**config.mk**
```make
export PLATFORM = sky130hd
export DESIGN_NAME = pcis_steering
export DESIGN_NICKNAME = d
export VERILOG_FILES = /design/src/pcis_pkg.sv /design/src/pcis_steering.sv
export VERILOG_INCLUDE_DIRS = /design/src
export SDC_FILE = /design/constraint.sdc
export NUM_CORES = 1
export LEC_CHECK = 0
export BUFFER_PORTS_ARGS = -buffer_cell sky130_fd_sc_hd__buf_2
export CAP_MARGIN = 20
export CORE_MARGIN = 1.5
export CORE_UTILIZATION = 40
export DETAILED_ROUTE_END_ITERATION = 16
export GPL_TIMING_DRIVEN = 0
export HOLD_SLACK_MARGIN = 0.03
export PLACE_DENSITY_LB_ADDON = 0.08
export SLEW_MARGIN = 15
export SYNTH_ARGS = -nofsm -noshare
export SYNTH_HDL_FRONTEND = slang
export SYNTH_SLANG_ARGS = --single-unit
```
**constraint.sdc**
```tcl
create_clock -name aclk -period 1.6 [get_ports aclk]
set_input_delay 0.32 -clock aclk [delete_from_list [all_inputs] [get_ports aclk]]
set_output_delay 0.32 -clock aclk [all_outputs]
set_load 0.1 [all_outputs]
```
**src/pcis_params.svh**
```systemverilog
// offsets, field positions, reset values and counts of the interrupt steering block
// assumes inclusion by the block only
`ifndef PCIS_PARAMS_SVH
`define PCIS_PARAMS_SVH

// register indices; byte address is four times the index
`define PCIS_IDX_INT_GEN   8'h03
`define PCIS_IDX_CSC       8'h04
`define PCIS_IDX_CFG       8'h05
`define PCIS_IDX_CDGEN     8'h16
`define PCIS_IDX_GLOBAL    8'h1e
`define PCIS_IDX_EVT       8'h40
`define PCIS_IDX_EVMASK    8'h41

// interrupt and general control
`define PCIS_IGC_STEER_LSB 0
`define PCIS_IGC_HOST_INTERRUPT_OUTPUT_EN   4
`define PCIS_IGC_IO_CARD   5
`define PCIS_IGC_RING_EN   7
// card status interrupt configuration
`define PCIS_CFG_SEL_LSB   4
`define PCIS_CFG_CD_EN     3
// card detect and general control
`define PCIS_CDG_GPI_EN    2
`define PCIS_CDG_GPI_FALL  3
`define PCIS_CDG_CD_RESUME 4
// global control
`define PCIS_GLB_LEVEL     1
`define PCIS_GLB_WB        2
`define PCIS_GLB_IRQ14_LVL 3
// card status change flags
`define PCIS_CSC_STS0      0
`define PCIS_CSC_BWARN     1
`define PCIS_CSC_READY     2
`define PCIS_CSC_CD        3
`define PCIS_CSC_GPI       4

// card-side input slots of the synchroniser bank
`define PCIS_IN_CARD_REQUEST_LINE       0
`define PCIS_IN_CD1        1
`define PCIS_IN_CD2        2
`define PCIS_IN_CARD_CHANGE_INPUT     3
`define PCIS_IN_BATTERY_DETECT_FIRST       4
`define PCIS_IN_BATTERY_DETECT_SECOND       5
`define PCIS_IN_READY      6
`define PCIS_IN_GPI        7
`define PCIS_IN_COUNT      8

`define PCIS_REG_RESET     8'h00
`define PCIS_HOST_INTERRUPT_OUTPUT_LOW_CYC  2'h3
`define PCIS_PRIME_CYC     3'h4
`define PCIS_RESP_OKAY     2'h0
`define PCIS_RESP_SLVERR   2'h2

`endif

```
**src/pcis_pkg.sv**
```systemverilog
// types shared by the interrupt steering block
// assumes no other file; uses nothing from the parameter header
package pcis_pkg;
   typedef enum logic [0:0] {
      PCIS_MEMORY = 1'b0,
      PCIS_IO     = 1'b1
   } pcis_card_type;
   typedef enum logic [1:0] {
      PCIS_PULSE_IDLE = 2'b00,
      PCIS_PULSE_LOW  = 2'b01,
      PCIS_PULSE_WAIT = 2'b10
   } pcis_pulse_type;
endpackage : pcis_pkg

```
**src/pcis_steering.sv**
```systemverilog
// interrupt source collection, steering and waveform shaping for a pc card slot
// assumes one clock aclk, card pins asynchronous, software on axi4-lite
//
// The AXI4-Lite register port was left to the implementer.
`timescale 1ns/1ns
`default_nettype none
`include "pcis_params.svh"

module pcis_steering #(
   parameter int ADDR_W = 12
) (
   input  wire logic                aclk,
   input  wire logic                aresetn,
   // axi4-lite slave
   input  wire logic [ADDR_W-1:0]   s_axi_awaddr,
   input  wire logic                s_axi_awvalid,
   output var  logic                s_axi_awready,
   input  wire logic [31:0]         s_axi_wdata,
   input  wire logic [3:0]          s_axi_wstrb,
   input  wire logic                s_axi_wvalid,
   output var  logic                s_axi_wready,
   output var  logic [1:0]          s_axi_bresp,
   output var  logic                s_axi_bvalid,
   input  wire logic                s_axi_bready,
   input  wire logic [ADDR_W-1:0]   s_axi_araddr,
   input  wire logic                s_axi_arvalid,
   output var  logic                s_axi_arready,
   output var  logic [31:0]         s_axi_rdata,
   output var  logic [1:0]          s_axi_rresp,
   output var  logic                s_axi_rvalid,
   input  wire logic                s_axi_rready,
   // card-side pins
   input  wire logic                card_request_line_n,
   input  wire logic                card_detect_first_n,
   input  wire logic                card_detect_second_n,
   input  wire logic                card_change_input_n,
   input  wire logic                battery_detect_first,
   input  wire logic                battery_detect_second,
   input  wire logic                ready_line,
   input  wire logic                general_input_line,
   // host-side interrupt pins
   output var  logic [15:0]         irq_line_out,
   output var  logic [15:0]         irq_line_oe,
   output var  logic                host_interrupt_output_n,
   output var  logic                wake_output_n,
   output var  logic                int_out
);

   if (ADDR_W < 10) begin : g_addr_check
      $error("ADDR_W too small for the register map");
   end

   logic [7:0] igc_r;
   logic [7:0] cfg_r;
   logic [7:0] cdg_r;
   logic [7:0] glb_r;
   logic [4:0] csc_r;
   logic [1:0] evt_r;
   logic [1:0] evmask_r;
   logic [31:0] wdata_r;
   logic [3:0]  wstrb_r;

   ////////////////////////////////////////////////////////////////////////////
   // card input synchronisers
   logic [`PCIS_IN_COUNT-1:0] pin_raw;
   logic [`PCIS_IN_COUNT-1:0] sync1_r;
   logic [`PCIS_IN_COUNT-1:0] sync2_r;
   logic [`PCIS_IN_COUNT-1:0] sync3_r;
   logic [`PCIS_IN_COUNT-1:0] stable_r;
   logic [`PCIS_IN_COUNT-1:0] rise_r;
   logic [`PCIS_IN_COUNT-1:0] fall_r;
   logic [2:0]                prime_r;

   assign pin_raw = {general_input_line, ready_line, battery_detect_second,
                     battery_detect_first, card_change_input_n, card_detect_second_n,
                     card_detect_first_n, card_request_line_n};

   // a change is taken only when stages two and three agree
   genvar gi;
   generate
      for (gi = 0; gi < `PCIS_IN_COUNT; gi++) begin : g_sync
         always_ff @(posedge aclk) begin
            if (!aresetn) begin
               sync1_r[gi]  <= 1'b1;
               sync2_r[gi]  <= 1'b1;
               sync3_r[gi]  <= 1'b1;
               stable_r[gi] <= 1'b1;
               rise_r[gi]   <= 1'b0;
               fall_r[gi]   <= 1'b0;
            end else begin
               sync1_r[gi] <= pin_raw[gi];
               sync2_r[gi] <= sync1_r[gi];
               sync3_r[gi] <= sync2_r[gi];
               rise_r[gi]  <= 1'b0;
               fall_r[gi]  <= 1'b0;
               if (sync2_r[gi] == sync3_r[gi]) begin
                  stable_r[gi] <= sync3_r[gi];
                  // no events until the chain has filled after reset
                  if (prime_r == `PCIS_PRIME_CYC) begin
                     rise_r[gi] <= sync3_r[gi] & ~stable_r[gi];
                     fall_r[gi] <= ~sync3_r[gi] & stable_r[gi];
                  end
               end
            end
         end
      end
   endgenerate

   // stable_r first holds the real pin level one edge after stage three fills,
   // so events open one edge later still; else a low pin fakes a change
   always_ff @(posedge aclk) begin
      if (!aresetn) begin
         prime_r <= 3'h0;
      end else if (prime_r != `PCIS_PRIME_CYC) begin
         prime_r <= prime_r + 3'h1;
      end
   end

   ////////////////////////////////////////////////////////////////////////////
   // source selection and status change flags
   pcis_pkg::pcis_card_type card_type;
   logic [4:0]              csc_set;
   logic [4:0]              csc_clr;
   logic [4:0]              csc_en;
   logic [`PCIS_IN_COUNT-1:0] chg;
   logic                    gpi_evt;
   logic                    stat_pending;
   logic                    card_request_line_active;
   logic                    rd_take;
   logic                    wr_do;
   logic [7:0]              rd_idx;
   logic [7:0]              wr_idx;

   assign chg = rise_r | fall_r;
   assign card_type = pcis_pkg::pcis_card_type'(igc_r[`PCIS_IGC_IO_CARD]);
   assign gpi_evt = cdg_r[`PCIS_CDG_GPI_EN] &
                    (cdg_r[`PCIS_CDG_GPI_FALL] ? fall_r[`PCIS_IN_GPI] : rise_r[`PCIS_IN_GPI]);

   always_comb begin
      csc_set = 5'h00;
      csc_set[`PCIS_CSC_CD]  = chg[`PCIS_IN_CD1] | chg[`PCIS_IN_CD2];
      csc_set[`PCIS_CSC_GPI] = gpi_evt;
      if (card_type == pcis_pkg::PCIS_IO) begin
         csc_set[`PCIS_CSC_STS0] = igc_r[`PCIS_IGC_RING_EN] & fall_r[`PCIS_IN_CARD_CHANGE_INPUT];
      end else begin
         csc_set[`PCIS_CSC_STS0]  = chg[`PCIS_IN_BATTERY_DETECT_FIRST];
         csc_set[`PCIS_CSC_BWARN] = chg[`PCIS_IN_BATTERY_DETECT_SECOND];
         csc_set[`PCIS_CSC_READY] = chg[`PCIS_IN_READY];
      end
   end

   always_comb begin
      csc_clr = 5'h00;
      if (rd_take && rd_idx == `PCIS_IDX_CSC) begin
         csc_clr = 5'h1f;
      end else if (wr_do && wr_idx == `PCIS_IDX_CSC && glb_r[`PCIS_GLB_WB]) begin
         csc_clr = wdata_r[4:0];
      end
   end

   // set wins over a clear in the same cycle
   always_ff @(posedge aclk) begin
      if (!aresetn) begin
         csc_r <= 5'h00;
      end else begin
         csc_r <= (csc_r & ~csc_clr) | csc_set;
      end
   end

   assign csc_en = {1'b1, cfg_r[3:0]};
   assign stat_pending = |(csc_r & csc_en);
   // request line low means pending; the card lifts it to cancel
   assign card_request_line_active = (card_type == pcis_pkg::PCIS_IO) & ~stable_r[`PCIS_IN_CARD_REQUEST_LINE];

   ////////////////////////////////////////////////////////////////////////////
   // irq line steering and waveform
   function automatic logic [15:0] pcis_decode(input logic [3:0] code);
      logic [15:0] hot;
      hot = 16'h0000;
      case (code)
         4'h3, 4'h4, 4'h5, 4'h7, 4'h9, 4'ha, 4'hb, 4'hc, 4'he, 4'hf: hot[code] = 1'b1;
         default: hot = 16'h0000;
      endcase
      return hot;
   endfunction : pcis_decode

   logic [15:0] card_request_line_sel;
   logic [15:0] stat_sel;
   logic        host_interrupt_output_en;

   assign host_interrupt_output_en  = igc_r[`PCIS_IGC_HOST_INTERRUPT_OUTPUT_EN];
   assign card_request_line_sel = (card_type == pcis_pkg::PCIS_IO) ? pcis_decode(igc_r[3:0]) : 16'h0000;
   assign stat_sel = host_interrupt_output_en ? 16'h0000 : pcis_decode(cfg_r[7:4]);

   generate
      for (gi = 0; gi < 16; gi++) begin : g_irq
         logic sel;
         logic pend;
         logic lvl;
         assign sel  = card_request_line_sel[gi] | stat_sel[gi];
         assign pend = (card_request_line_sel[gi] & card_request_line_active) | (stat_sel[gi] & stat_pending);
         assign lvl  = glb_r[`PCIS_GLB_LEVEL] | ((gi == 14) & glb_r[`PCIS_GLB_IRQ14_LVL]);
         always_ff @(posedge aclk) begin
            if (!aresetn) begin
               irq_line_out[gi] <= 1'b0;
               irq_line_oe[gi]  <= 1'b0;
            end else if (lvl) begin
               irq_line_out[gi] <= 1'b0;
               irq_line_oe[gi]  <= sel & pend;
            end else begin
               irq_line_out[gi] <= pend;
               irq_line_oe[gi]  <= sel;
            end
         end
      end
   endgenerate

   ////////////////////////////////////////////////////////////////////////////
   // host interrupt pulse and wake output
   pcis_pkg::pcis_pulse_type pulse_r;
   logic [1:0]               pulse_cnt_r;
   logic                     stat_pending_d_r;
   logic                     card_request_line_active_d_r;
   logic                     stat_rise;

   assign stat_rise = stat_pending & ~stat_pending_d_r;

   // one pulse per new pending state; a fresh one waits for the flags to clear
   always_ff @(posedge aclk) begin
      if (!aresetn) begin
         pulse_r                 <= pcis_pkg::PCIS_PULSE_IDLE;
         pulse_cnt_r             <= 2'h0;
         host_interrupt_output_n <= 1'b1;
      end else begin
         case (pulse_r)
            pcis_pkg::PCIS_PULSE_IDLE: begin
               if (stat_rise && host_interrupt_output_en) begin
                  pulse_r                 <= pcis_pkg::PCIS_PULSE_LOW;
                  pulse_cnt_r             <= `PCIS_HOST_INTERRUPT_OUTPUT_LOW_CYC - 2'h1;
                  host_interrupt_output_n <= 1'b0;
               end
            end
            pcis_pkg::PCIS_PULSE_LOW: begin
               if (pulse_cnt_r == 2'h0) begin
                  pulse_r                 <= pcis_pkg::PCIS_PULSE_WAIT;
                  host_interrupt_output_n <= 1'b1;
               end
               pulse_cnt_r <= pulse_cnt_r - 2'h1;
            end
            pcis_pkg::PCIS_PULSE_WAIT: begin
               if (!stat_pending) begin
                  pulse_r <= pcis_pkg::PCIS_PULSE_IDLE;
               end
            end
            default: begin
               pulse_r                 <= pcis_pkg::PCIS_PULSE_IDLE;
               host_interrupt_output_n <= 1'b1;
            end
         endcase
      end
   end

   always_ff @(posedge aclk) begin
      if (!aresetn) begin
         wake_output_n <= 1'b1;
      end else begin
         wake_output_n <= ~(csc_r[`PCIS_CSC_CD] & cdg_r[`PCIS_CDG_CD_RESUME] &
                            cfg_r[`PCIS_CFG_CD_EN]);
      end
   end

   ////////////////////////////////////////////////////////////////////////////
   // system interrupt: sticky events, mask, level output
   logic [1:0] evt_set;
   logic [1:0] evt_clr;
   logic [1:0] evt_nxt;

   assign evt_set = {card_request_line_active & ~card_request_line_active_d_r, stat_rise};
   assign evt_clr = (wr_do && wr_idx == `PCIS_IDX_EVT && wstrb_r[0]) ? wdata_r[1:0] : 2'h0;
   assign evt_nxt = (evt_r & ~evt_clr) | evt_set;

   always_ff @(posedge aclk) begin
      if (!aresetn) begin
         stat_pending_d_r <= 1'b0;
         card_request_line_active_d_r  <= 1'b0;
         evt_r            <= 2'h0;
         int_out          <= 1'b0;
      end else begin
         stat_pending_d_r <= stat_pending;
         card_request_line_active_d_r  <= card_request_line_active;
         evt_r            <= evt_nxt;
         int_out          <= |(evt_nxt & evmask_r);
      end
   end

   ////////////////////////////////////////////////////////////////////////////
   // axi4-lite slave
   logic              aw_hold_r;
   logic              w_hold_r;
   logic [7:0]        waddr_idx_r;
   logic              aw_take;
   logic              w_take;
   logic              wr_hit;

   assign aw_take = s_axi_awvalid & s_axi_awready;
   assign w_take  = s_axi_wvalid & s_axi_wready;
   assign wr_do   = aw_hold_r & w_hold_r & ~s_axi_bvalid;
   assign wr_idx  = waddr_idx_r;
   assign rd_take = s_axi_arvalid & s_axi_arready;
   assign rd_idx  = s_axi_araddr[9:2];

   always_comb begin
      case (wr_idx)
         `PCIS_IDX_INT_GEN, `PCIS_IDX_CSC, `PCIS_IDX_CFG, `PCIS_IDX_CDGEN,
         `PCIS_IDX_GLOBAL, `PCIS_IDX_EVT, `PCIS_IDX_EVMASK: wr_hit = 1'b1;
         default: wr_hit = 1'b0;
      endcase
   end

   always_ff @(posedge aclk) begin
      if (!aresetn) begin
         aw_hold_r     <= 1'b0;
         w_hold_r      <= 1'b0;
         waddr_idx_r   <= 8'h00;
         wdata_r       <= 32'h0000_0000;
         wstrb_r       <= 4'h0;
         s_axi_awready <= 1'b0;
         s_axi_wready  <= 1'b0;
         s_axi_bvalid  <= 1'b0;
         s_axi_bresp   <= `PCIS_RESP_OKAY;
      end else begin
         if (aw_take) begin
            aw_hold_r   <= 1'b1;
            waddr_idx_r <= s_axi_awaddr[9:2];
         end else if (wr_do) begin
            aw_hold_r <= 1'b0;
         end
         if (w_take) begin
            w_hold_r <= 1'b1;
            wdata_r  <= s_axi_wdata;
            wstrb_r  <= s_axi_wstrb;
         end else if (wr_do) begin
            w_hold_r <= 1'b0;
         end
         s_axi_awready <= ~aw_hold_r & ~aw_take & ~s_axi_bvalid;
         s_axi_wready  <= ~w_hold_r & ~w_take & ~s_axi_bvalid;
         if (wr_do) begin
            s_axi_bvalid <= 1'b1;
            s_axi_bresp  <= wr_hit ? `PCIS_RESP_OKAY : `PCIS_RESP_SLVERR;
         end else if (s_axi_bready) begin
            s_axi_bvalid <= 1'b0;
         end
      end
   end

   // byte lane zero carries every 8-bit register
   always_ff @(posedge aclk) begin
      if (!aresetn) begin
         igc_r    <= `PCIS_REG_RESET;
         cfg_r    <= `PCIS_REG_RESET;
         cdg_r    <= `PCIS_REG_RESET;
         glb_r    <= `PCIS_REG_RESET;
         evmask_r <= 2'h0;
      end else if (wr_do && wstrb_r[0]) begin
         case (wr_idx)
            `PCIS_IDX_INT_GEN: igc_r    <= wdata_r[7:0];
            `PCIS_IDX_CFG:     cfg_r    <= wdata_r[7:0];
            `PCIS_IDX_CDGEN:   cdg_r    <= wdata_r[7:0];
            `PCIS_IDX_GLOBAL:  glb_r    <= wdata_r[7:0];
            `PCIS_IDX_EVMASK:  evmask_r <= wdata_r[1:0];
            default:           evmask_r <= evmask_r;
         endcase
      end
   end

   always_ff @(posedge aclk) begin
      if (!aresetn) begin
         s_axi_arready <= 1'b0;
         s_axi_rvalid  <= 1'b0;
         s_axi_rdata   <= 32'h0000_0000;
         s_axi_rresp   <= `PCIS_RESP_OKAY;
      end else begin
         s_axi_arready <= ~s_axi_rvalid & ~rd_take;
         if (rd_take) begin
            s_axi_rvalid <= 1'b1;
            s_axi_rresp  <= `PCIS_RESP_OKAY;
            case (rd_idx)
               `PCIS_IDX_INT_GEN: s_axi_rdata <= {24'h000000, igc_r};
               `PCIS_IDX_CSC:     s_axi_rdata <= {27'h0000000, csc_r};
               `PCIS_IDX_CFG:     s_axi_rdata <= {24'h000000, cfg_r};
               `PCIS_IDX_CDGEN:   s_axi_rdata <= {24'h000000, cdg_r};
               `PCIS_IDX_GLOBAL:  s_axi_rdata <= {24'h000000, glb_r};
               `PCIS_IDX_EVT:     s_axi_rdata <= {30'h00000000, evt_r};
               `PCIS_IDX_EVMASK:  s_axi_rdata <= {30'h00000000, evmask_r};
               default: begin
                  s_axi_rdata <= 32'h0000_0000;
                  s_axi_rresp <= `PCIS_RESP_SLVERR;
               end
            endcase
         end else if (s_axi_rready) begin
            s_axi_rvalid <= 1'b0;
         end
      end
   end

   ////////////////////////////////////////////////////////////////////////////
   // checks
   property p_host_interrupt_output_pulse;
      @(posedge aclk) disable iff (!aresetn)
      $fell(host_interrupt_output_n) |-> !host_interrupt_output_n [*3] ##1 host_interrupt_output_n;
   endproperty
   a_host_interrupt_output_pulse: assert property (p_host_interrupt_output_pulse) else $error("host pulse not three cycles");

   property p_host_interrupt_output_start;
      @(posedge aclk) disable iff (!aresetn)
      (stat_rise && host_interrupt_output_en && pulse_r == pcis_pkg::PCIS_PULSE_IDLE) |=> !host_interrupt_output_n;
   endproperty
   a_host_interrupt_output_start: assert property (p_host_interrupt_output_start) else $error("host pulse did not start");

   property p_wake;
      @(posedge aclk) disable iff (!aresetn)
      (csc_r[`PCIS_CSC_CD] && cdg_r[`PCIS_CDG_CD_RESUME] && cfg_r[`PCIS_CFG_CD_EN])
         |=> !wake_output_n;
   endproperty
   a_wake: assert property (p_wake) else $error("wake output not driven");

   property p_set_wins;
      @(posedge aclk) disable iff (!aresetn)
      (csc_set[`PCIS_CSC_CD] && csc_clr[`PCIS_CSC_CD]) |=> csc_r[`PCIS_CSC_CD];
   endproperty
   a_set_wins: assert property (p_set_wins) else $error("flag set lost to clear");

   property p_read_clears;
      @(posedge aclk) disable iff (!aresetn)
      (rd_take && rd_idx == `PCIS_IDX_CSC && csc_set == 5'h00) |=> csc_r == 5'h00;
   endproperty
   a_read_clears: assert property (p_read_clears) else $error("read did not clear flags");

   property p_unselected_hiz;
      @(posedge aclk) disable iff (!aresetn)
      (igc_r[3:0] == 4'h0 && (cfg_r[7:4] == 4'h0 || host_interrupt_output_en)) [*2] |-> irq_line_oe == 16'h0000;
   endproperty
   a_unselected_hiz: assert property (p_unselected_hiz) else $error("unselected line driven");

   property p_level_low;
      @(posedge aclk) disable iff (!aresetn)
      (glb_r[`PCIS_GLB_LEVEL] && stat_pending && stat_sel[5] && !card_request_line_sel[5])
         |=> (irq_line_oe[5] && !irq_line_out[5]);
   endproperty
   a_level_low: assert property (p_level_low) else $error("level mode line not low");

   property p_edge_high;
      @(posedge aclk) disable iff (!aresetn)
      (!glb_r[`PCIS_GLB_LEVEL] && stat_sel[3] && !card_request_line_sel[3])
         |=> (irq_line_oe[3] && irq_line_out[3] == $past(stat_pending));
   endproperty
   a_edge_high: assert property (p_edge_high) else $error("edge mode line wrong");

   property p_irq14_level;
      @(posedge aclk) disable iff (!aresetn)
      (glb_r[`PCIS_GLB_IRQ14_LVL] && !(card_request_line_sel[14] || stat_sel[14])) |=> !irq_line_oe[14];
   endproperty
   a_irq14_level: assert property (p_irq14_level) else $error("irq14 driven while idle");

   property p_mem_no_request;
      @(posedge aclk) disable iff (!aresetn)
      (card_type == pcis_pkg::PCIS_MEMORY) |-> !card_request_line_active && card_request_line_sel == 16'h0000;
   endproperty
   a_mem_no_request: assert property (p_mem_no_request) else $error("request on memory card");

endmodule : pcis_steering

`default_nettype wire

```
==> results.ini <==
[synth]
seq_area_frac_synth = 0.498
synth_area_leader_cell = dfxtp_1
synth_flop_cell = dfxtp_1
syn_inst = 700
synth.distinct_cells = 69
synth_edf_count = 0
synth_top_area_share = 0.498
syn_area_sq_um = 6590
async_flop_share = 0
yosysWarnings = 0
synth-seq-cells = 164
syn_area_per_cell_sq_um = 9.42
synthTopCellsByArea = dfxtp_1 50%, mux2i_1 7.7%, nand2_1 4.7%, a21oi_1 3.7%, nand2b_1 3.0%

[worst_hold_path]
worstHoldPathCells = 2
hold_class = input port to flop

[power]
internal-power_mw = 6.85
clockPowerShare = 0.446
p_seq_frac = 0.454
p_per_area_nw_per_um2 = 1110
leakage_nw = 3.47
combinationalPowerShare = 0.100
swShare = 0.268
switchingPower_mw = 2.51
vdd_drop_max_v = 0.000791

[global_route]
grt_pass1_vias = 5132
antenna_found_initial = 0
grt_first_pass_wirelength_mm = 26.8
grt_max_degree = 17
grtUsageTotal = 0.196
grt_overflow = 0

[routing]
wirelength_mm = 16.7
drc = 0
num_vias = 5493
avgRoutedWirePerCell_microns = 15.4
drt_iter0_drc = 416
vias_per_cell = 5.08
ant_nets = 0
drt_pass1_iterations = 5

[run_status]
status = complete, but fails checks
violations = negative setup slack

[die]
die_w_microns = 131
io-pin-count = 151
coreArea_sq_um = 16000
die_h_microns = 131
rows = 46
start_util = 0.412
dieArea_sq_um = 17300

[sta]
min_period_ns = 1.62
holdWs_ns = 0.0708
tns_ns = -0.0191
worst_pin_slew_ns = 0.722
hold_viol_final = 0
setup_viol = 1
rsz0062_at_grt = yes
max_slew_margin = 0.518
fmax_ghz = 0.618
fin_ws_ns = -0.0191
min_period_over_period = 1.01
slew_violations = 0
fin_skew_ns = 0.0114

[worst_setup_path]
slowest_stage = or4b_4
path_cells = or4b_4 > nor4_4 > buf_6 > nand2_1 > a41o_1
startpoint_type = flop
worstSetupPathType = flop to flop
crit_family = simple AND/OR/NAND/NOR gates
cp.depth = 5
worstPathBufferInverterCount = 1
crit_fanout = 5
worstPathRequired_ns = 1.91
endpoint_kind = flop
cp_slowest_stage_delay_ns = 0.56
worstRegToRegCells = 5
crit_arrival_ns = 1.93

[cells_and_area]
instances_no_fill = 1082
layout_common_cells = 148 x dfxtp_1, 90 x buf_2, 81 x nand2_1, 50 x nor2_1, 50 x mux2i_1
synthToLayoutAreaGrowth_pct = 27.6
layout_commonest_cell = dfxtp_1
layout-drive-gt1-share = 0.267
n_antenna_cell = 0
postLayoutCoreUtil = 0.526
layout.nets = 931

[run]
drv_cap = 0

[cts]
cts_buffer_depth = 2
cts_tree = done
cts.clk_slew.worst_paths_ns = 0.07
cts-root-buf = clkbuf_16
clk-insertion-delay-late_ns = 0.43
cts_buffers = 17
cts.sinks = 164
cts_max_level = 4

[place]
io_buffers = 88
dp.cells = 1041
gp_congestion = 0.873
post-place-ws_ns = -0.826
hpwlAfterDp_mm = 12.0

## layout make-up
cell class / count / area [sq um]
repair buffers: 102 / 586
well taps: 216 / 270
multi-input cells: 493 / 3220
clock buffers: 21 / 472
clock inverters: 11 / 138
fillers: 1502 / 7590
flip-flops and latches: 164 / 3310
inverters: 19 / 71.3
plain buffers: 56 / 345
## kinds of logic after synthesis
group	count (synthesis)	synth area share
muxes	52	0.0792
buffers and inverters	80	0.0630
DFF	164	0.498
other	1	0.000569
and+or+nand+nor	265	0.217
xor gates and xnor gates	1	0.00133
AOI/OAI and AO/OA	134	0.135
adders and majority gates	3	0.00570
## power groups by stage
stage,sequential [mW],clock (mW),combinational [mW]
3_5_place_dp,4.33,0,0.918
5_1_grt,4.26,4.45,0.990
4_1_cts,4.24,4.27,0.932
3_3_place_gp,4.33,0,0.908
6_report,4.25,4.17,0.937
2_1_floorplan,4.52,0,0.547
## metal layers
layer	GRT usage	part of all wire	vias up
met5	0	0	-
met4	0.0654	0.014	0
met3	0.0428	0.045	18
met2	0.318	0.48	146
met1	0.258	0.46	2613
li1	-	-	2716
## Yosys cell counts (2+ instances only)
master	number
dfxtp_1	164
nand2_1	83
mux2i_1	51
nor2_1	50
a21oi_1	49
nand2b_1	32
buf_4	26
clkbuf_1	26
nor3_1	21
inv_1	18
o21ai_0	18
nand3_1	16
a31oi_1	12
a211oi_1	9
nor2b_1	8
nor4b_1	7
a22o_1	6
a221oi_1	5
and3b_1	5
buf_1	5
nand4_1	5
o221ai_1	5
o2bb2ai_1	5
nor3b_1	4
nor4_1	4
or3_1	4
a211o_2	3
and2_1	3
ha_1	3
nand3b_1	3
o21bai_1	3
a21o_1	2
a32o_1	2
buf_2	2
buf_6	2
nand4bb_1	2
nor4_4	2
o21ai_1	2
o311ai_0	2
or3b_2	2
## through the flow
| step | cell area [sq um] | total power [mW] |
|---|---|---|
| 3_3_place_gp | 7450 | 5.24 |
| 6_report | 8410 | 9.36 |
| 4_1_cts | 8230 | 9.45 |
| 2_1_floorplan | 6740 | 5.06 |
| 3_5_place_dp | 7450 | 5.25 |
| 5_1_grt | 8410 | 9.70 |
## flip-flops by register name, summed over array words and instances (netlist names), 2 cells and up
signal        cells
irq_line_oe      16
irq_line_out     16
cdg_r             8
cfg_r             8
glb_r             8
igc_r             8
s_axi_rdata       8
stable_r          8
sync1_r           8
sync2_r           8
sync3_r           8
waddr_idx_r       8
wdata_r           8
fall_r            7
rise_r            6
csc_r             5
prime_r           3
evmask_r          2
evt_r             2
pulse_cnt_r       2
pulse_r           2
## path summary, 6_finish.rpt
| path | end | startpoint | slack [ns] |
|---|---|---|---|
| max | csc_r[0] | waddr_idx_r[5] | -0.02 |
| min | sync1_r[6] | ready_line | 0.07 |
| max reg2reg | csc_r[0] | waddr_idx_r[5] | -0.02 |
| min reg2reg | sync2_r[2] | sync1_r[2] | 0.41 |
## what timing repair did
action	CTS	global route
buffers inserted	8	5
pin swaps	14	7
setup endpoints to repair	99	65
resized for setup	26	54
gates cloned	0	1
hold buffers	0	0
Power figures use the tool's default switching activity.
